File: src/verilog/sspi_pkg.sv
// sspi_pkg: constants and types of the simplified spi master channel
package sspi_pkg;
    // register port
    localparam int ADDR_W = 5;
    localparam int REG_W = 16;
    localparam logic [ADDR_W-1:0] OFS_DATA = 5'h00;
    localparam logic [ADDR_W-1:0] OFS_COMM = 5'h04;
    localparam logic [ADDR_W-1:0] OFS_CLK = 5'h08;
    localparam logic [ADDR_W-1:0] OFS_STAT = 5'h0C;
    localparam logic [ADDR_W-1:0] OFS_CTRL = 5'h10;
    localparam logic [ADDR_W-1:0] OFS_OUT = 5'h14;
    // field positions
    localparam int CFG_W = 5;
    localparam int CLK_EXP_LSB = 0;
    localparam int CLK_DIV_LSB = 8;
    localparam int CTL_START = 0;
    localparam int CTL_STOP = 1;
    localparam int CTL_CLROVR = 2;
    localparam int OUT_SOE = 0;
    localparam int OUT_SO = 1;
    localparam int OUT_CKO = 2;
    // clock generation: half period is 2**exp * (div + 1) cycles
    localparam int PRESC_W = 15;
    localparam int DIV_W = 7;
    localparam logic [3:0] EXP_RST = 4'h0;
    localparam logic [DIV_W-1:0] DIV_RST = 7'h00;
    localparam logic [DIV_W-1:0] DIV_ONE = 7'h01;
    // frame
    localparam logic [3:0] EDGE_RST = 4'h0;
    localparam logic [3:0] LAST_EDGE8 = 4'hF;
    localparam logic [3:0] LAST_EDGE7 = 4'hD;
    localparam logic SCK_IDLE = 1'b1;
    localparam logic [7:0] BYTE_RST = 8'h00;
    localparam logic OUT_SOE_RST = 1'b0;
    localparam logic OUT_SO_RST = 1'b1;
    localparam logic OUT_CKO_RST = 1'b1;
    localparam logic SYNC_RST = 1'b0;

    typedef struct packed {
        logic intTiming;
        logic len7;
        logic lsbFirst;
        logic clkInvert;
        logic dataPhase;
    } sspi_cfg_s;

    typedef struct packed {
        logic channelEnabled;
        logic overrun;
        logic bufferFull;
        logic transferActive;
    } sspi_stat_s;

    localparam sspi_cfg_s CFG_RST = 5'h00;

    typedef enum logic [1:0] {
        ST_IDLE = 2'b01,
        ST_SHIFT = 2'b10
    } sspi_state_e;

    // byte position of the idx-th bit on the wire
    function automatic logic [2:0] bitPos(input logic [2:0] idx, input logic lsbFirst, input logic len7);
        if (lsbFirst) begin
            return idx;
        end
        return len7 ? 3'h6 - idx : 3'h7 - idx;
    endfunction
endpackage

File: src/verilog/sspi_master.sv
// sspi_master: full-duplex simplified spi master channel with register port
//
// The register addresses and the plain strobed port were chosen for this implementation.
`timescale 1ns/1ns
module sspi_master #(
    parameter bit IS_FIRST_CHANNEL = 1'b1
) (
    // clock and reset
    input wire logic sys_clk,
    input wire logic reset,
    input wire logic peripheralClockEnable,
    // register port
    input wire logic [sspi_pkg::ADDR_W-1:0] regAddr,
    input wire logic [sspi_pkg::REG_W-1:0] regWrData,
    input wire logic regWr,
    input wire logic regRd,
    output logic [sspi_pkg::REG_W-1:0] regRdData,
    // serial link
    output logic serialClockPin,
    output logic serialOutputPin,
    input wire logic serialInputPin,
    // transfer event
    output logic channelTransferInterrupt
);
    import sspi_pkg::*;

    sspi_cfg_s cfg_r;
    sspi_stat_s stat;
    sspi_state_e state_r;
    logic [3:0] clkExp_r;
    logic [DIV_W-1:0] clkDiv_r;
    logic enabled_r, soe_r, soLevel_r, ckoLevel_r;
    logic [7:0] txBuf_r, txByte_r, rxByte_r, rxData_r, rxFinal, loadByte;
    logic bufFull_r, rxUnread_r, overrun_r;
    logic [3:0] edgeCnt_r;
    logic sckInt_r, outBit_r, halfTick, sinLevel;
    logic unitClr, wrData, rdData, wrComm, wrClk, wrCtrl, wrOut, stopReq;
    logic busy, lastEdge, frameDone, start;
    logic [2:0] bitIdx, curPos, nextPos, firstPos;

    assign unitClr = !peripheralClockEnable;
    assign wrData = regWr && regAddr == OFS_DATA;
    assign rdData = regRd && regAddr == OFS_DATA;
    assign wrComm = regWr && regAddr == OFS_COMM;
    assign wrClk = regWr && regAddr == OFS_CLK;
    assign wrCtrl = regWr && regAddr == OFS_CTRL;
    assign wrOut = regWr && regAddr == OFS_OUT;
    assign stopReq = wrCtrl && regWrData[CTL_STOP];

    assign busy = state_r == ST_SHIFT;
    assign bitIdx = edgeCnt_r[3:1];
    assign lastEdge = edgeCnt_r == (cfg_r.len7 ? LAST_EDGE7 : LAST_EDGE8);
    assign frameDone = busy && halfTick && lastEdge;
    // same order on both directions
    assign curPos = bitPos(bitIdx, cfg_r.lsbFirst, cfg_r.len7);
    assign nextPos = bitPos(bitIdx + 3'h1, cfg_r.lsbFirst, cfg_r.len7);
    assign firstPos = bitPos(3'h0, cfg_r.lsbFirst, cfg_r.len7);
    // a write in the last edge's cycle goes straight into the next frame
    assign loadByte = wrData ? regWrData[7:0] : txBuf_r;
    assign start = enabled_r && !unitClr && !stopReq
        && ((wrData && !busy) || (frameDone && (bufFull_r || wrData)));

    sspi_clk_div #(
        .IS_FIRST_CHANNEL(IS_FIRST_CHANNEL)
    ) u_div (
        .sys_clk(sys_clk),
        .reset(reset),
        .run(busy && !unitClr),
        .expSel(clkExp_r),
        .divSel(clkDiv_r),
        .halfTick(halfTick)
    );

    sspi_in_sync u_sin (
        .sys_clk(sys_clk),
        .reset(reset),
        .pinIn(serialInputPin),
        .level(sinLevel)
    );

    // configuration, may change during a frame
    always_ff @(posedge sys_clk or posedge reset) begin
        if (reset) begin
            cfg_r <= CFG_RST;
            clkExp_r <= EXP_RST;
            clkDiv_r <= DIV_RST;
        end else if (unitClr) begin
            cfg_r <= CFG_RST;
            clkExp_r <= EXP_RST;
            clkDiv_r <= DIV_RST;
        end else begin
            if (wrComm) begin
                cfg_r <= sspi_cfg_s'(regWrData[CFG_W-1:0]);
            end
            if (wrClk) begin
                clkExp_r <= regWrData[CLK_EXP_LSB +: 4];
                clkDiv_r <= regWrData[CLK_DIV_LSB +: DIV_W];
            end
        end
    end

    // channel enable
    always_ff @(posedge sys_clk or posedge reset) begin
        if (reset) begin
            enabled_r <= 1'b0;
        end else if (unitClr || stopReq) begin
            enabled_r <= 1'b0;
        end else if (wrCtrl && regWrData[CTL_START]) begin
            enabled_r <= 1'b1;
        end
    end

    // output enable and stopped-state pin levels
    always_ff @(posedge sys_clk or posedge reset) begin
        if (reset) begin
            soe_r <= OUT_SOE_RST;
            soLevel_r <= OUT_SO_RST;
            ckoLevel_r <= OUT_CKO_RST;
        end else if (unitClr) begin
            soe_r <= OUT_SOE_RST;
            soLevel_r <= OUT_SO_RST;
            ckoLevel_r <= OUT_CKO_RST;
        end else if (wrOut) begin
            soe_r <= regWrData[OUT_SOE];
            if (!enabled_r) begin
                soLevel_r <= regWrData[OUT_SO];
                ckoLevel_r <= regWrData[OUT_CKO];
            end
        end
    end

    // transmit buffer
    always_ff @(posedge sys_clk or posedge reset) begin
        if (reset) begin
            txBuf_r <= BYTE_RST;
            bufFull_r <= 1'b0;
        end else if (unitClr || stopReq) begin
            txBuf_r <= BYTE_RST;
            bufFull_r <= 1'b0;
        end else if (start) begin
            bufFull_r <= 1'b0;
        end else if (wrData && enabled_r && busy) begin
            txBuf_r <= regWrData[7:0];
            bufFull_r <= 1'b1;
        end
    end

    // received byte including a last bit sampled on the closing edge
    always_comb begin
        rxFinal = rxByte_r;
        if (!cfg_r.dataPhase) begin
            rxFinal[curPos] = sinLevel;
        end
    end

    // receive data and overrun
    always_ff @(posedge sys_clk or posedge reset) begin
        if (reset) begin
            rxData_r <= BYTE_RST;
            rxUnread_r <= 1'b0;
            overrun_r <= 1'b0;
        end else if (unitClr) begin
            rxData_r <= BYTE_RST;
            rxUnread_r <= 1'b0;
            overrun_r <= 1'b0;
        end else begin
            if (frameDone) begin
                rxData_r <= rxFinal;
            end
            rxUnread_r <= frameDone || (rxUnread_r && !rdData);
            // set wins over clear
            overrun_r <= (frameDone && rxUnread_r && !rdData)
                || (overrun_r && !(wrCtrl && regWrData[CTL_CLROVR]));
        end
    end

    // frame engine
    always_ff @(posedge sys_clk or posedge reset) begin
        if (reset) begin
            state_r <= ST_IDLE;
            edgeCnt_r <= EDGE_RST;
            sckInt_r <= SCK_IDLE;
            outBit_r <= OUT_SO_RST;
            txByte_r <= BYTE_RST;
            rxByte_r <= BYTE_RST;
        end else if (unitClr || stopReq) begin
            state_r <= ST_IDLE;
            edgeCnt_r <= EDGE_RST;
            sckInt_r <= SCK_IDLE;
        end else if (start) begin
            state_r <= ST_SHIFT;
            edgeCnt_r <= EDGE_RST;
            sckInt_r <= SCK_IDLE;
            txByte_r <= loadByte;
            rxByte_r <= BYTE_RST;
            if (cfg_r.dataPhase) begin
                outBit_r <= loadByte[firstPos];
            end
        end else begin
            case (state_r)
                ST_IDLE: begin
                    state_r <= ST_IDLE;
                end
                ST_SHIFT: begin
                    if (halfTick) begin
                        sckInt_r <= !sckInt_r;
                        edgeCnt_r <= edgeCnt_r + 4'h1;
                        if (lastEdge) begin
                            state_r <= ST_IDLE;
                        end
                        if (!edgeCnt_r[0]) begin
                            if (cfg_r.dataPhase) begin
                                rxByte_r[curPos] <= sinLevel;
                            end else begin
                                outBit_r <= txByte_r[curPos];
                            end
                        end else if (!cfg_r.dataPhase) begin
                            rxByte_r[curPos] <= sinLevel;
                        end else if (!lastEdge) begin
                            outBit_r <= txByte_r[nextPos];
                        end
                    end
                end
                default: begin
                    state_r <= ST_IDLE;
                end
            endcase
        end
    end

    // pins
    always_ff @(posedge sys_clk or posedge reset) begin
        if (reset) begin
            serialClockPin <= OUT_CKO_RST;
            serialOutputPin <= OUT_SO_RST;
        end else begin
            serialClockPin <= enabled_r ? sckInt_r ^ cfg_r.clkInvert : ckoLevel_r;
            serialOutputPin <= (enabled_r && soe_r) ? outBit_r : soLevel_r;
        end
    end

    // transfer end in single mode, buffer empty in continuous mode
    always_ff @(posedge sys_clk or posedge reset) begin
        if (reset) begin
            channelTransferInterrupt <= 1'b0;
        end else begin
            channelTransferInterrupt <= !unitClr && !stopReq
                && (cfg_r.intTiming ? start : frameDone);
        end
    end

    assign stat = '{channelEnabled: enabled_r, overrun: overrun_r, bufferFull: bufFull_r, transferActive: busy};

    // read data for one cycle only
    always_ff @(posedge sys_clk or posedge reset) begin
        if (reset) begin
            regRdData <= '0;
        end else if (!regRd) begin
            regRdData <= '0;
        end else begin
            case (regAddr)
                OFS_DATA: regRdData <= {8'h00, rxData_r};
                OFS_COMM: regRdData <= REG_W'(cfg_r);
                OFS_CLK: regRdData <= {1'b0, clkDiv_r, 4'h0, clkExp_r};
                OFS_STAT: regRdData <= REG_W'(stat);
                OFS_OUT: regRdData <= {13'h0000, ckoLevel_r, soLevel_r, soe_r};
                default: regRdData <= '0;
            endcase
        end
    end
endmodule

File: src/verilog/sspi_in_sync.sv
// sspi_in_sync: three-stage synchroniser with agreement filter
`timescale 1ns/1ns
module sspi_in_sync (
    // clock and reset
    input wire logic sys_clk,
    input wire logic reset,
    // pin and filtered level
    input wire logic pinIn,
    output logic level
);
    import sspi_pkg::*;
    logic s1_r, s2_r, s3_r;

    always_ff @(posedge sys_clk or posedge reset) begin
        if (reset) begin
            s1_r <= SYNC_RST;
            s2_r <= SYNC_RST;
            s3_r <= SYNC_RST;
            level <= SYNC_RST;
        end else begin
            s1_r <= pinIn;
            s2_r <= s1_r;
            s3_r <= s2_r;
            if (s2_r == s3_r) begin
                level <= s3_r;
            end
        end
    end
endmodule

File: src/verilog/sspi_clk_div.sv
// sspi_clk_div: prescaler and divider giving serial half-period ticks
`timescale 1ns/1ns
module sspi_clk_div #(
    parameter bit IS_FIRST_CHANNEL = 1'b1
) (
    // clock and reset
    input wire logic sys_clk,
    input wire logic reset,
    // control
    input wire logic run,
    input wire logic [3:0] expSel,
    input wire logic [sspi_pkg::DIV_W-1:0] divSel,
    // tick every half serial period
    output logic halfTick
);
    import sspi_pkg::*;
    logic [PRESC_W-1:0] presc_r, prescLimit;
    logic [DIV_W-1:0] div_r, divLimit;
    logic prescTick;

    assign prescLimit = PRESC_W'((16'h0001 << expSel) - 16'h0001);
    assign prescTick = presc_r == prescLimit;
    // only the first channel may toggle on every cycle
    assign divLimit = (!IS_FIRST_CHANNEL && expSel == EXP_RST && divSel == DIV_RST) ? DIV_ONE : divSel;
    assign halfTick = run && prescTick && div_r == divLimit;

    always_ff @(posedge sys_clk or posedge reset) begin
        if (reset) begin
            presc_r <= '0;
            div_r <= DIV_RST;
        end else if (!run) begin
            presc_r <= '0;
            div_r <= DIV_RST;
        end else if (prescTick) begin
            presc_r <= '0;
            div_r <= (div_r == divLimit) ? DIV_RST : div_r + DIV_ONE;
        end else begin
            presc_r <= presc_r + PRESC_W'(1);
        end
    end
endmodule

File: config.mk
export PLATFORM = sky130hd
export DESIGN_NAME = sspi_master
export DESIGN_NICKNAME = d
export VERILOG_FILES = /design/src/verilog/sspi_pkg.sv /design/src/verilog/sspi_master.sv /design/src/verilog/sspi_in_sync.sv /design/src/verilog/sspi_clk_div.sv
export SDC_FILE = /design/constraint.sdc
export NUM_CORES = 1
export LEC_CHECK = 0
export BUFFER_PORTS_ARGS = -buffer_cell sky130_fd_sc_hd__buf_2
export CAP_MARGIN = 10
export CORE_ASPECT_RATIO = 2
export CORE_UTILIZATION = 54
export CTS_BUF_LIST = sky130_fd_sc_hd__clkbuf_8 sky130_fd_sc_hd__clkbuf_16
export CTS_CLUSTER_DIAMETER = 40
export DETAILED_ROUTE_END_ITERATION = 6
export GPL_TIMING_DRIVEN = 0
export HOLD_SLACK_MARGIN = 0.08
export PLACE_DENSITY = 0.73
export SLEW_MARGIN = 20
export SYNTH_ARGS = -nofsm -noshare
export SYNTH_HDL_FRONTEND = slang
export SYNTH_SLANG_ARGS = --single-unit
File: constraint.sdc
create_clock -name sys_clk -period 4.8 [get_ports sys_clk]
set_input_delay 0.72 -clock sys_clk [delete_from_list [all_inputs] [get_ports sys_clk]]
set_output_delay 0.72 -clock sys_clk [all_outputs]
set_load 0.05 [all_outputs]
==> results of run 1 <==
[through the flow]
step	power (mW)	utilization, %	instance area, sq um	cells
after CTS	1.86	62.3	7080	848
final	1.86	62.3	7080	848
after floorplan	1.00	-	6330	649
after global placement	1.04	59.1	6710	831
after global routing	1.91	62.3	7080	848
after detailed placement	1.05	59.4	6740	832
[flip-flops by register name, summed over array words and instances, names as in the netlist, 7 cells and up]
signal,flops
txByte_r,8
txBuf_r,8
u_div.div_r,7
rxByte_r,8
rxData_r,8
regRdData,15
clkDiv_r,7
u_div.presc_r,15
[worst min-delay path by stage]
stage               slack (ns)  depth (start not counted)         end        from
floorplan                 0.33                          0  u_sin.s2_r  u_sin.s1_r
global placement          0.34                          0  u_sin.s2_r  u_sin.s1_r
detailed placement        0.34                          0  u_sin.s2_r  u_sin.s1_r
CTS                       0.37                          0  u_sin.s2_r  u_sin.s1_r
global route              0.37                          0  u_sin.s2_r  u_sin.s1_r
finish                    0.37                          0  u_sin.s2_r  u_sin.s1_r
[power groups by stage]
| stage | clock network, mW | logic, mW | registers, mW |
|---|---|---|---|
| after floorplan | 0 | 0.0765 | 0.925 |
| after global placement | 0 | 0.116 | 0.925 |
| after detailed placement | 0 | 0.122 | 0.925 |
| after CTS | 0.833 | 0.122 | 0.907 |
| after global routing | 0.869 | 0.132 | 0.908 |
| final | 0.829 | 0.122 | 0.907 |
[kinds of logic (layout without fill, tap and decap cells)]
kind of cell    count (synthesis)  after routing  synth area share (%)
mux                            60             60                  10.7
flops                         107            107                  42.4
fa+ha+maj                       7              7                  1.34
compound gates                118            118                  12.3
buf+inv                        60            117                  4.96
xor+xnor                       43             43                  5.95
other cells                     1              1                0.0592
simple gates                  253            253                  22.3
[area by class of cell]
cell class,instances,area [sq um]
fill,939,4280
multi-input combinational,482,3330
sequential,107,2690
buffer,47,265
timing repair buffer,41,228
clock buffer,9,225
tap,142,178
clock inverter,7,109
inverter,13,53.8
[placed cells by master (no fill, tap or decap), types with 6 or more instances in the layout]
cell and n:
sky130_fd_sc_hd__a21boi_0 11, sky130_fd_sc_hd__a21oi_1 28, sky130_fd_sc_hd__a31oi_1 8, sky130_fd_sc_hd__and2_1 19
sky130_fd_sc_hd__and3_1 10, sky130_fd_sc_hd__buf_2 47, sky130_fd_sc_hd__buf_6 6, sky130_fd_sc_hd__clkbuf_1 26
sky130_fd_sc_hd__clkbuf_16 9, sky130_fd_sc_hd__dfrtp_1 100, sky130_fd_sc_hd__dfstp_2 7, sky130_fd_sc_hd__ha_1 6
sky130_fd_sc_hd__inv_1 13, sky130_fd_sc_hd__mux2_2 8, sky130_fd_sc_hd__mux2i_1 46, sky130_fd_sc_hd__nand2_1 44
sky130_fd_sc_hd__nand2b_1 7, sky130_fd_sc_hd__nand3_1 39, sky130_fd_sc_hd__nor2_1 51, sky130_fd_sc_hd__nor2b_1 19
sky130_fd_sc_hd__nor3_1 12, sky130_fd_sc_hd__nor4_1 6, sky130_fd_sc_hd__o21ai_0 23, sky130_fd_sc_hd__o41ai_1 6
sky130_fd_sc_hd__or4_1 7, sky130_fd_sc_hd__xnor2_1 25, sky130_fd_sc_hd__xor2_1 18
[routing by layer]
layer | up-vias | GRT usage, % | wire (microns)
li1 | 2411 | - | -
met5 | - | 0 | 0
met3 | 69 | 4.28 | 554
met2 | 176 | 53.9 | 9270
met4 | 0 | 17.5 | 1030
met1 | 2552 | 29.8 | 5880
[worst max-delay path, stage by stage (launching register included)]
cell                       delay, ns
sky130_fd_sc_hd__dfrtp_1        0.48
sky130_fd_sc_hd__buf_2          0.28
sky130_fd_sc_hd__buf_2          0.27
sky130_fd_sc_hd__nand3b_1       0.14
sky130_fd_sc_hd__ha_1           0.27
sky130_fd_sc_hd__buf_2          0.28
sky130_fd_sc_hd__buf_2          0.28
sky130_fd_sc_hd__o211ai_1       0.17
sky130_fd_sc_hd__mux2i_1        0.22
sky130_fd_sc_hd__nand2_2        0.18
sky130_fd_sc_hd__nor3_4         0.35
sky130_fd_sc_hd__nand2_2        0.16
sky130_fd_sc_hd__nor4_1         0.40
sky130_fd_sc_hd__mux2_2         0.38
==> out/results.env, run 1 <==
RUN_STATUS='finished clean'
GRTUSAGETOTAL_PCT=29.1
FINAL_PERIOD_MINUS_WORST_SETUP_SLACK_NS=3.99
FIN_WORST_SKEW_NS=0.00634
AREA_GROWTH_SYN_TO_LAYOUT_PCT=11.8
CRITICAL_PATH.MAX_FANOUT=10
VIAS=5208
POSTCTSHOLDBUFS=0
FLOORPLAN.INITIALDENSITY_PCT=55.8
CTS.REPORTEDPATHS.CLKPINSLEW_NS=0.08
POST-CTS-SETUP-BUFFERS=0
FLOORPLAN.DIE_AREA_SQ_UM=12200
SHARE_OF_SYNTHESIZED_FLIP_FLOPS_WITH_AN_ASYNCHRONOUS_SET_OR_RESET_PCT=100
WORST_R2R_STARTPOINT='clkExp_r[3]'
SLEW_HEADROOM_PCT=40.0
DETAIL_ROUTE.ITER0.VIOLATIONS=330
SWSHARE_PCT=24.0
ROUTED_WL_MICRONS=16700
WORST_PIN_SLEW_NS=0.891
CRITICAL_PATH.STARTPOINT='clkExp_r[3]'
PLACEMENT.IO_BUFFERS=40
DETAIL_ROUTE.WL_PER_CELL_MICRONS=19.7
YOSYS_WARNINGS=0
CTS.SINK_COUNT=107
SYN-INSTANCE-COUNT=649
WORST_PATH_SETUP_SLACK_AFTER_ROUTING_NS=0.812
DPL_WORST_SLACK_NS=0.956
PRE_ANTENNA_DRT_ITERS=5
NETS=734
ROWS=55
CLOCK_ROOT_BUFFER='sky130_fd_sc_hd__clkbuf_16'
YOSYS-TOP-CELLS-COUNT='sky130_fd_sc_hd__dfrtp_1, sky130_fd_sc_hd__nor2_1, sky130_fd_sc_hd__mux2i_1'
CRITPATHKIND='reg2reg'
CORE_AREA_SQ_UM=11400
COUNT_OF_ANTENNA_DIODES_IN_THE_LAYOUT=0
POWER_FRAC_SEQ_PCT=48.8
P_SWITCHING_uW=445
FINAL_LAYOUT_SIZE_SUFFIX_GT1_SHARE_PCT=16.1
YS_SEQ_ELEMENTS=107
FLOORPLAN.DIE.WIDTH_MICRONS=78.6
POWER.SHARE.COMBINATIONAL_PCT=6.6
TIMING.CRITICAL_PATH.TO_TYPE='flip-flop'
CRITICAL_PATH.REG2REG.ENDPOINT='rxByte_r[5]'
CAP_VIOL_MAX_COUNT=0
ANTENNA_LEFT=0
SYNTHMOSTINSTANTIATEDCELL='sky130_fd_sc_hd__dfrtp_1'
MAXCLOCKFREQUENCY_GHz=0.251
IO_PINS=46
SYNTH_TOP_CELLS_BY_AREA='sky130_fd_sc_hd__dfrtp_1, sky130_fd_sc_hd__mux2i_1, sky130_fd_sc_hd__xnor2_1'
SYNTHDISTINCTLIBCELLS=78
POWER-PER-CELL-AREA_nW_PER_UM2=263
INTERNAL_POWER_mW=1.41
WORST_EP_REQUIRED_TIME_NS=5.04
CRITICAL_PATH_ARRIVAL_NS=4.23
SYNTH_TOP_AREA_CELL='sky130_fd_sc_hd__dfrtp_1'
WORST_SKEW_PAIR_LATENCY_NS=0.35
CTS_HTREE_LEVELS=3
VIA_PER_INST=6.14
NUMBER_OF_GLOBAL_ROUTE_VIAS_BEFORE_REPAIR=5309
WORSTSETUPSTARTPOINTTYPE='flip-flop'
MAPPEDNETLISTNETS=682
GRT_START_MAX_NET_PINS=55
PLACE.DETAILED.HPWL_MICRONS=12700
FINALMAXSLEWVIOLATIONS=0
CTS_MADE_BUFFERS=9
SYNTH-EDFF-COUNT=0
POST_CTS_RESIZED=0
RSZ0062_AT_GRT='false'
FINAL-HOLD-VIOLATION-COUNT=0
GLOBAL_ROUTE_WIRE_LENGTH_BEFORE_REPAIR_MICRONS=26800
CLOCKBUFFERDEPTH=2
SYN_AVG_CELL_AREA_SQ_UM=9.76
NETLIST_AREA_BEFORE_PLACEMENT_SQ_UM=6330
HOLDCRITPATHCLASS='reg2reg'
FINALSETUPVIOLATIONS=0
SYNTH_FF_TYPE='sky130_fd_sc_hd__dfrtp_1'
GR_OVFL_TOTAL=0
SEQUENTIAL_SHARE_OF_THE_SYNTHESIZED_AREA_PCT=42.4
POST_DETAILED_ROUTE_DRC_MARKER_COUNT=0
P_CLK_SHARE_PCT=44.6
CRIT_END='rxByte_r[5]'
SYNTH_TOP_AREA_SHARE_PCT=39.5
FF2FF_SETUP_SLACK_NS=0.81
FINALCRITPERIODSHARE_PCT=83.1
GP_CONGESTION=0.974
TOTALNEGATIVESETUPSLACK_NS=0
FP.DIEH_MICRONS=155
IR_WORST_VDD_mV=0.214
FINAL.HOLD.WORST_SLACK_NS=0.365
GRT_ANTENNA_BEFORE_REPAIR=0
POWER.LEAKAGE_nW=3.06
CLOCK_TREE_FROM_TRITONCTS='yes'
PATH_DEPTH_OF_THE_WORST_REG2REG_PATH=13
No activity file was read; power rests on OpenSTA's default activity.
==> run 2: changes to the inputs <==
clock period = 3.9 ns   (was 4.8 ns; I/O delays follow)
==> out/results.env, run 2 (synthesis gave the netlist of run 1 again) <==
RUN_STATUS='finished clean'  # unchanged
CLOCK_TREE_FROM_TRITONCTS='yes'  # unchanged
ANTENNA_LEFT=0  # unchanged
IR_WORST_VDD_mV=0.262  # was 0.214 mV
INTERNAL_POWER_mW=1.74  # was 1.41 mW
WORST_EP_REQUIRED_TIME_NS=4.14  # was 5.04 ns
NUMBER_OF_GLOBAL_ROUTE_VIAS_BEFORE_REPAIR=5309  # unchanged
CAP_VIOL_MAX_COUNT=0  # unchanged
FLOORPLAN.DIE_AREA_SQ_UM=12200  # unchanged
FINALMAXSLEWVIOLATIONS=0  # unchanged
CRITICAL_PATH_ARRIVAL_NS=3.99  # was 4.23 ns
TOTALNEGATIVESETUPSLACK_NS=0  # unchanged
CRITICAL_PATH.STARTPOINT='clkExp_r[3]'  # unchanged
CTS_MADE_BUFFERS=9  # unchanged
COUNT_OF_ANTENNA_DIODES_IN_THE_LAYOUT=0  # unchanged
CTS_HTREE_LEVELS=3  # unchanged
POST_DETAILED_ROUTE_DRC_MARKER_COUNT=0  # unchanged
DETAIL_ROUTE.ITER0.VIOLATIONS=368  # was 330
GR_OVFL_TOTAL=0  # unchanged
FINAL-HOLD-VIOLATION-COUNT=0  # unchanged
FINAL_COMMON_CELL='sky130_fd_sc_hd__dfrtp_1'  # unchanged
POWER.LEAKAGE_nW=3.07  # was 3.06 nW
PLACE.DETAILED.HPWL_MICRONS=12700  # unchanged
GP_CONGESTION=0.974  # unchanged
DPL_WORST_SLACK_NS=0.0561  # was 0.956 ns
GRT_START_MAX_NET_PINS=55  # unchanged
POWER.SHARE.COMBINATIONAL_PCT=6.6  # about the same
CRITPATHKIND='reg2reg'  # unchanged
WORST_R2R_STARTPOINT='clkExp_r[3]'  # unchanged
FP.DIEH_MICRONS=155  # unchanged
FINALSETUPVIOLATIONS=0  # unchanged
WORST_PATH_SETUP_SLACK_AFTER_ROUTING_NS=0.151  # was 0.812 ns
WORST_PIN_SLEW_NS=0.932  # was 0.891 ns
AREA_GROWTH_SYN_TO_LAYOUT_PCT=12.4  # was 11.8%
IO_PINS=46  # unchanged
FINAL_PERIOD_MINUS_WORST_SETUP_SLACK_NS=3.75  # was 3.99 ns
BIGGESTREGSBYFLOPS='regRdData: 15 flops, u_div.presc_r: 15 flops'  # unchanged
ROUTED_WL_MICRONS=16800  # was 16700 microns
SLEW_HEADROOM_PCT=37.3  # was 40.0%
WORST_SKEW_PAIR_LATENCY_NS=0.35  # about the same
CLOCK_ROOT_BUFFER='sky130_fd_sc_hd__clkbuf_16'  # unchanged
FINAL_CELL_MIX='sky130_fd_sc_hd__dfrtp_1, sky130_fd_sc_hd__nor2_1, sky130_fd_sc_hd__mux2i_1'  # was sky130_fd_sc_hd__dfrtp_1, sky130_fd_sc_hd__nor2_1, sky130_fd_sc_hd__buf_2
TIMING.CRITICAL_PATH.TO_TYPE='flip-flop'  # unchanged
ROWS=55  # unchanged
FINAL_CORE_UTILIZATION_PCT=62.7  # was 62.3%
P_SWITCHING_uW=545  # was 445 uW
CORE_AREA_SQ_UM=11400  # unchanged
CRITICAL_PATH.MAX_FANOUT=10  # unchanged
WORSTSETUPSTARTPOINTTYPE='flip-flop'  # unchanged
DELAY_OF_THE_SLOWEST_CELL_ON_THE_WORST_PATH_NS=0.49  # was 0.48 ns
RSZ0062_AT_GRT='false'  # unchanged
POWER_FRAC_SEQ_PCT=48.9  # was 48.8%
CLOCKBUFFERDEPTH=2  # unchanged
PRE_ANTENNA_DRT_ITERS=5  # unchanged
MULTI_INPUT_COMB_AREA_SQ_UM=3350  # was 3330 sq um
REGISTER_AREA_SQ_UM=2690  # unchanged
FLOORPLAN.INITIALDENSITY_PCT=55.8  # unchanged
GRTUSAGETOTAL_PCT=29.1  # unchanged
GRT_ANTENNA_BEFORE_REPAIR=0  # unchanged
PATH_CELLS='clkbuf_4, clkbuf_4, nand3b_1, ha_2, clkbuf_4, clkbuf_4, o2111ai_1, o21ai_0, xnor2_1, and4_4, buf_12, nand2_2, nor4_1, mux2_2'  # was buf_2, buf_2, nand3b_1, ha_1, buf_2, buf_2, o211ai_1, mux2i_1, nand2_2, nor3_4, nand2_2, nor4_1, mux2_2
CRITICAL_PATH.MOST_COMMON_CELL='sky130_fd_sc_hd__clkbuf_4'  # was sky130_fd_sc_hd__buf_2
HOLDCRITPATHCLASS='in2async'  # was reg2reg
POSTCTSHOLDBUFS=0  # unchanged
PLACEMENT.IO_BUFFERS=40  # unchanged
FLOORPLAN.DIE.WIDTH_MICRONS=78.6  # unchanged
MAXCLOCKFREQUENCY_GHz=0.267  # was 0.251 GHz
DETAIL_ROUTE.WL_PER_CELL_MICRONS=19.7  # about the same
CTS.REPORTEDPATHS.CLKPINSLEW_NS=0.08  # about the same
VIA_PER_INST=6.14  # about the same
NETS=736  # was 734
GLOBAL_ROUTE_WIRE_LENGTH_BEFORE_REPAIR_MICRONS=26800  # unchanged
P_CLK_SHARE_PCT=44.5  # was 44.6%
FIN_WORST_SKEW_NS=0.00732  # was 0.00634 ns
FINAL_LAYOUT_SIZE_SUFFIX_GT1_SHARE_PCT=16.9  # was 16.1%
POWER-PER-CELL-AREA_nW_PER_UM2=321  # was 263 nW/um^2
LAYOUT.FILLER_CELLS=934  # was 939
CTS.SINK_COUNT=107  # unchanged
FIN_TOTAL_PWR_mW=2.28  # was 1.86 mW
CP_SLOWEST_CELL='sky130_fd_sc_hd__dfrtp_1'  # unchanged
STDCELL_AREA_SQ_UM=7120  # was 7080 sq um
SWSHARE_PCT=23.9  # was 24.0%
VIAS=5219  # was 5208
FINALCRITPERIODSHARE_PCT=96.1  # was 83.1%
DPL-INSTANCE-AREA_SQ_UM=6740  # unchanged
run 2: cell count changes in the layout (fill, tap and decap cells not counted), sizes merged:
| cell | change |
|---|---|
| buf | -1 |
| clkbuf | +3 |
run 2: through the flow:
| stage | hold WS, ns | instances |
|---|---|---|
| 6_report | 0.277 | 850 |
| 5_1_grt | 0.309 | 850 |
| 4_1_cts | 0.294 | 848 |
| 3_5_place_dp | 0.343 | 832 |
| 3_3_place_gp | 0.344 | 831 |
| 2_1_floorplan | 0.331 | 649 |
run 2: timing repair:
item / CTS / global route
gates resized for setup: 0 / 10
endpoints found under the setup margin: 0 / 30
setup buffers: 0 / 2
run 2: worst max-delay path, delay by kind of cell, from the launching register on:
| kind | cells | cell delay (ns) |
|---|---|---|
| DFF | 1 | 0.49 |
| buffers and inverters | 5 | 1.10 |
| and+or+nand+nor | 4 | 0.93 |
| xor gates and xnor gates | 1 | 0.24 |
| muxes | 1 | 0.37 |
| AOI/OAI and AO/OA | 2 | 0.25 |
| adders and majority gates | 1 | 0.24 |
run 2: final timing paths:
check                           endpoint  cells past startpoint  slack [ns]
max                          rxByte_r[1]                     14        0.15
min                        regRdData[11]                      2        0.28
max reg2reg                  rxByte_r[1]                     14        0.15
min reg2reg                   u_sin.s2_r                      0        0.37
min in group sys_clk          u_sin.s1_r                      1        0.33
max in group asynchronous     state_r[0]                      3        2.91
run 2: cell type report:
cell class,instances,share of cell area [%]
buffer,47,3.88
timing repair buffer,43,3.41
inverter,13,0.756
multi-input combinational,482,47.0
tap,142,2.50
clock buffer,9,3.16
sequential,107,37.7
clock inverter,7,1.53
run 2: power by group through the flow:
stage / combinational (mW) / clock, mW / sequential, mW
floorplan: 0.0941 / 0 / 1.14
detailed placement: 0.150 / 0 / 1.14
global route: 0.163 / 1.07 / 1.12
finish: 0.151 / 1.02 / 1.12
CTS: 0.150 / 1.03 / 1.12
global placement: 0.143 / 0 / 1.14
run 2: layer usage:
layer / vias to the layer above / GRT usage (%) / wire length (microns)
met1: 2530 / 29.8 / 5720
met2: 207 / 53.9 / 9300
met4: 0 / 17.5 / 1040
met5: - / 0 / 0
li1: 2418 / - / -
met3: 64 / 4.28 / 690
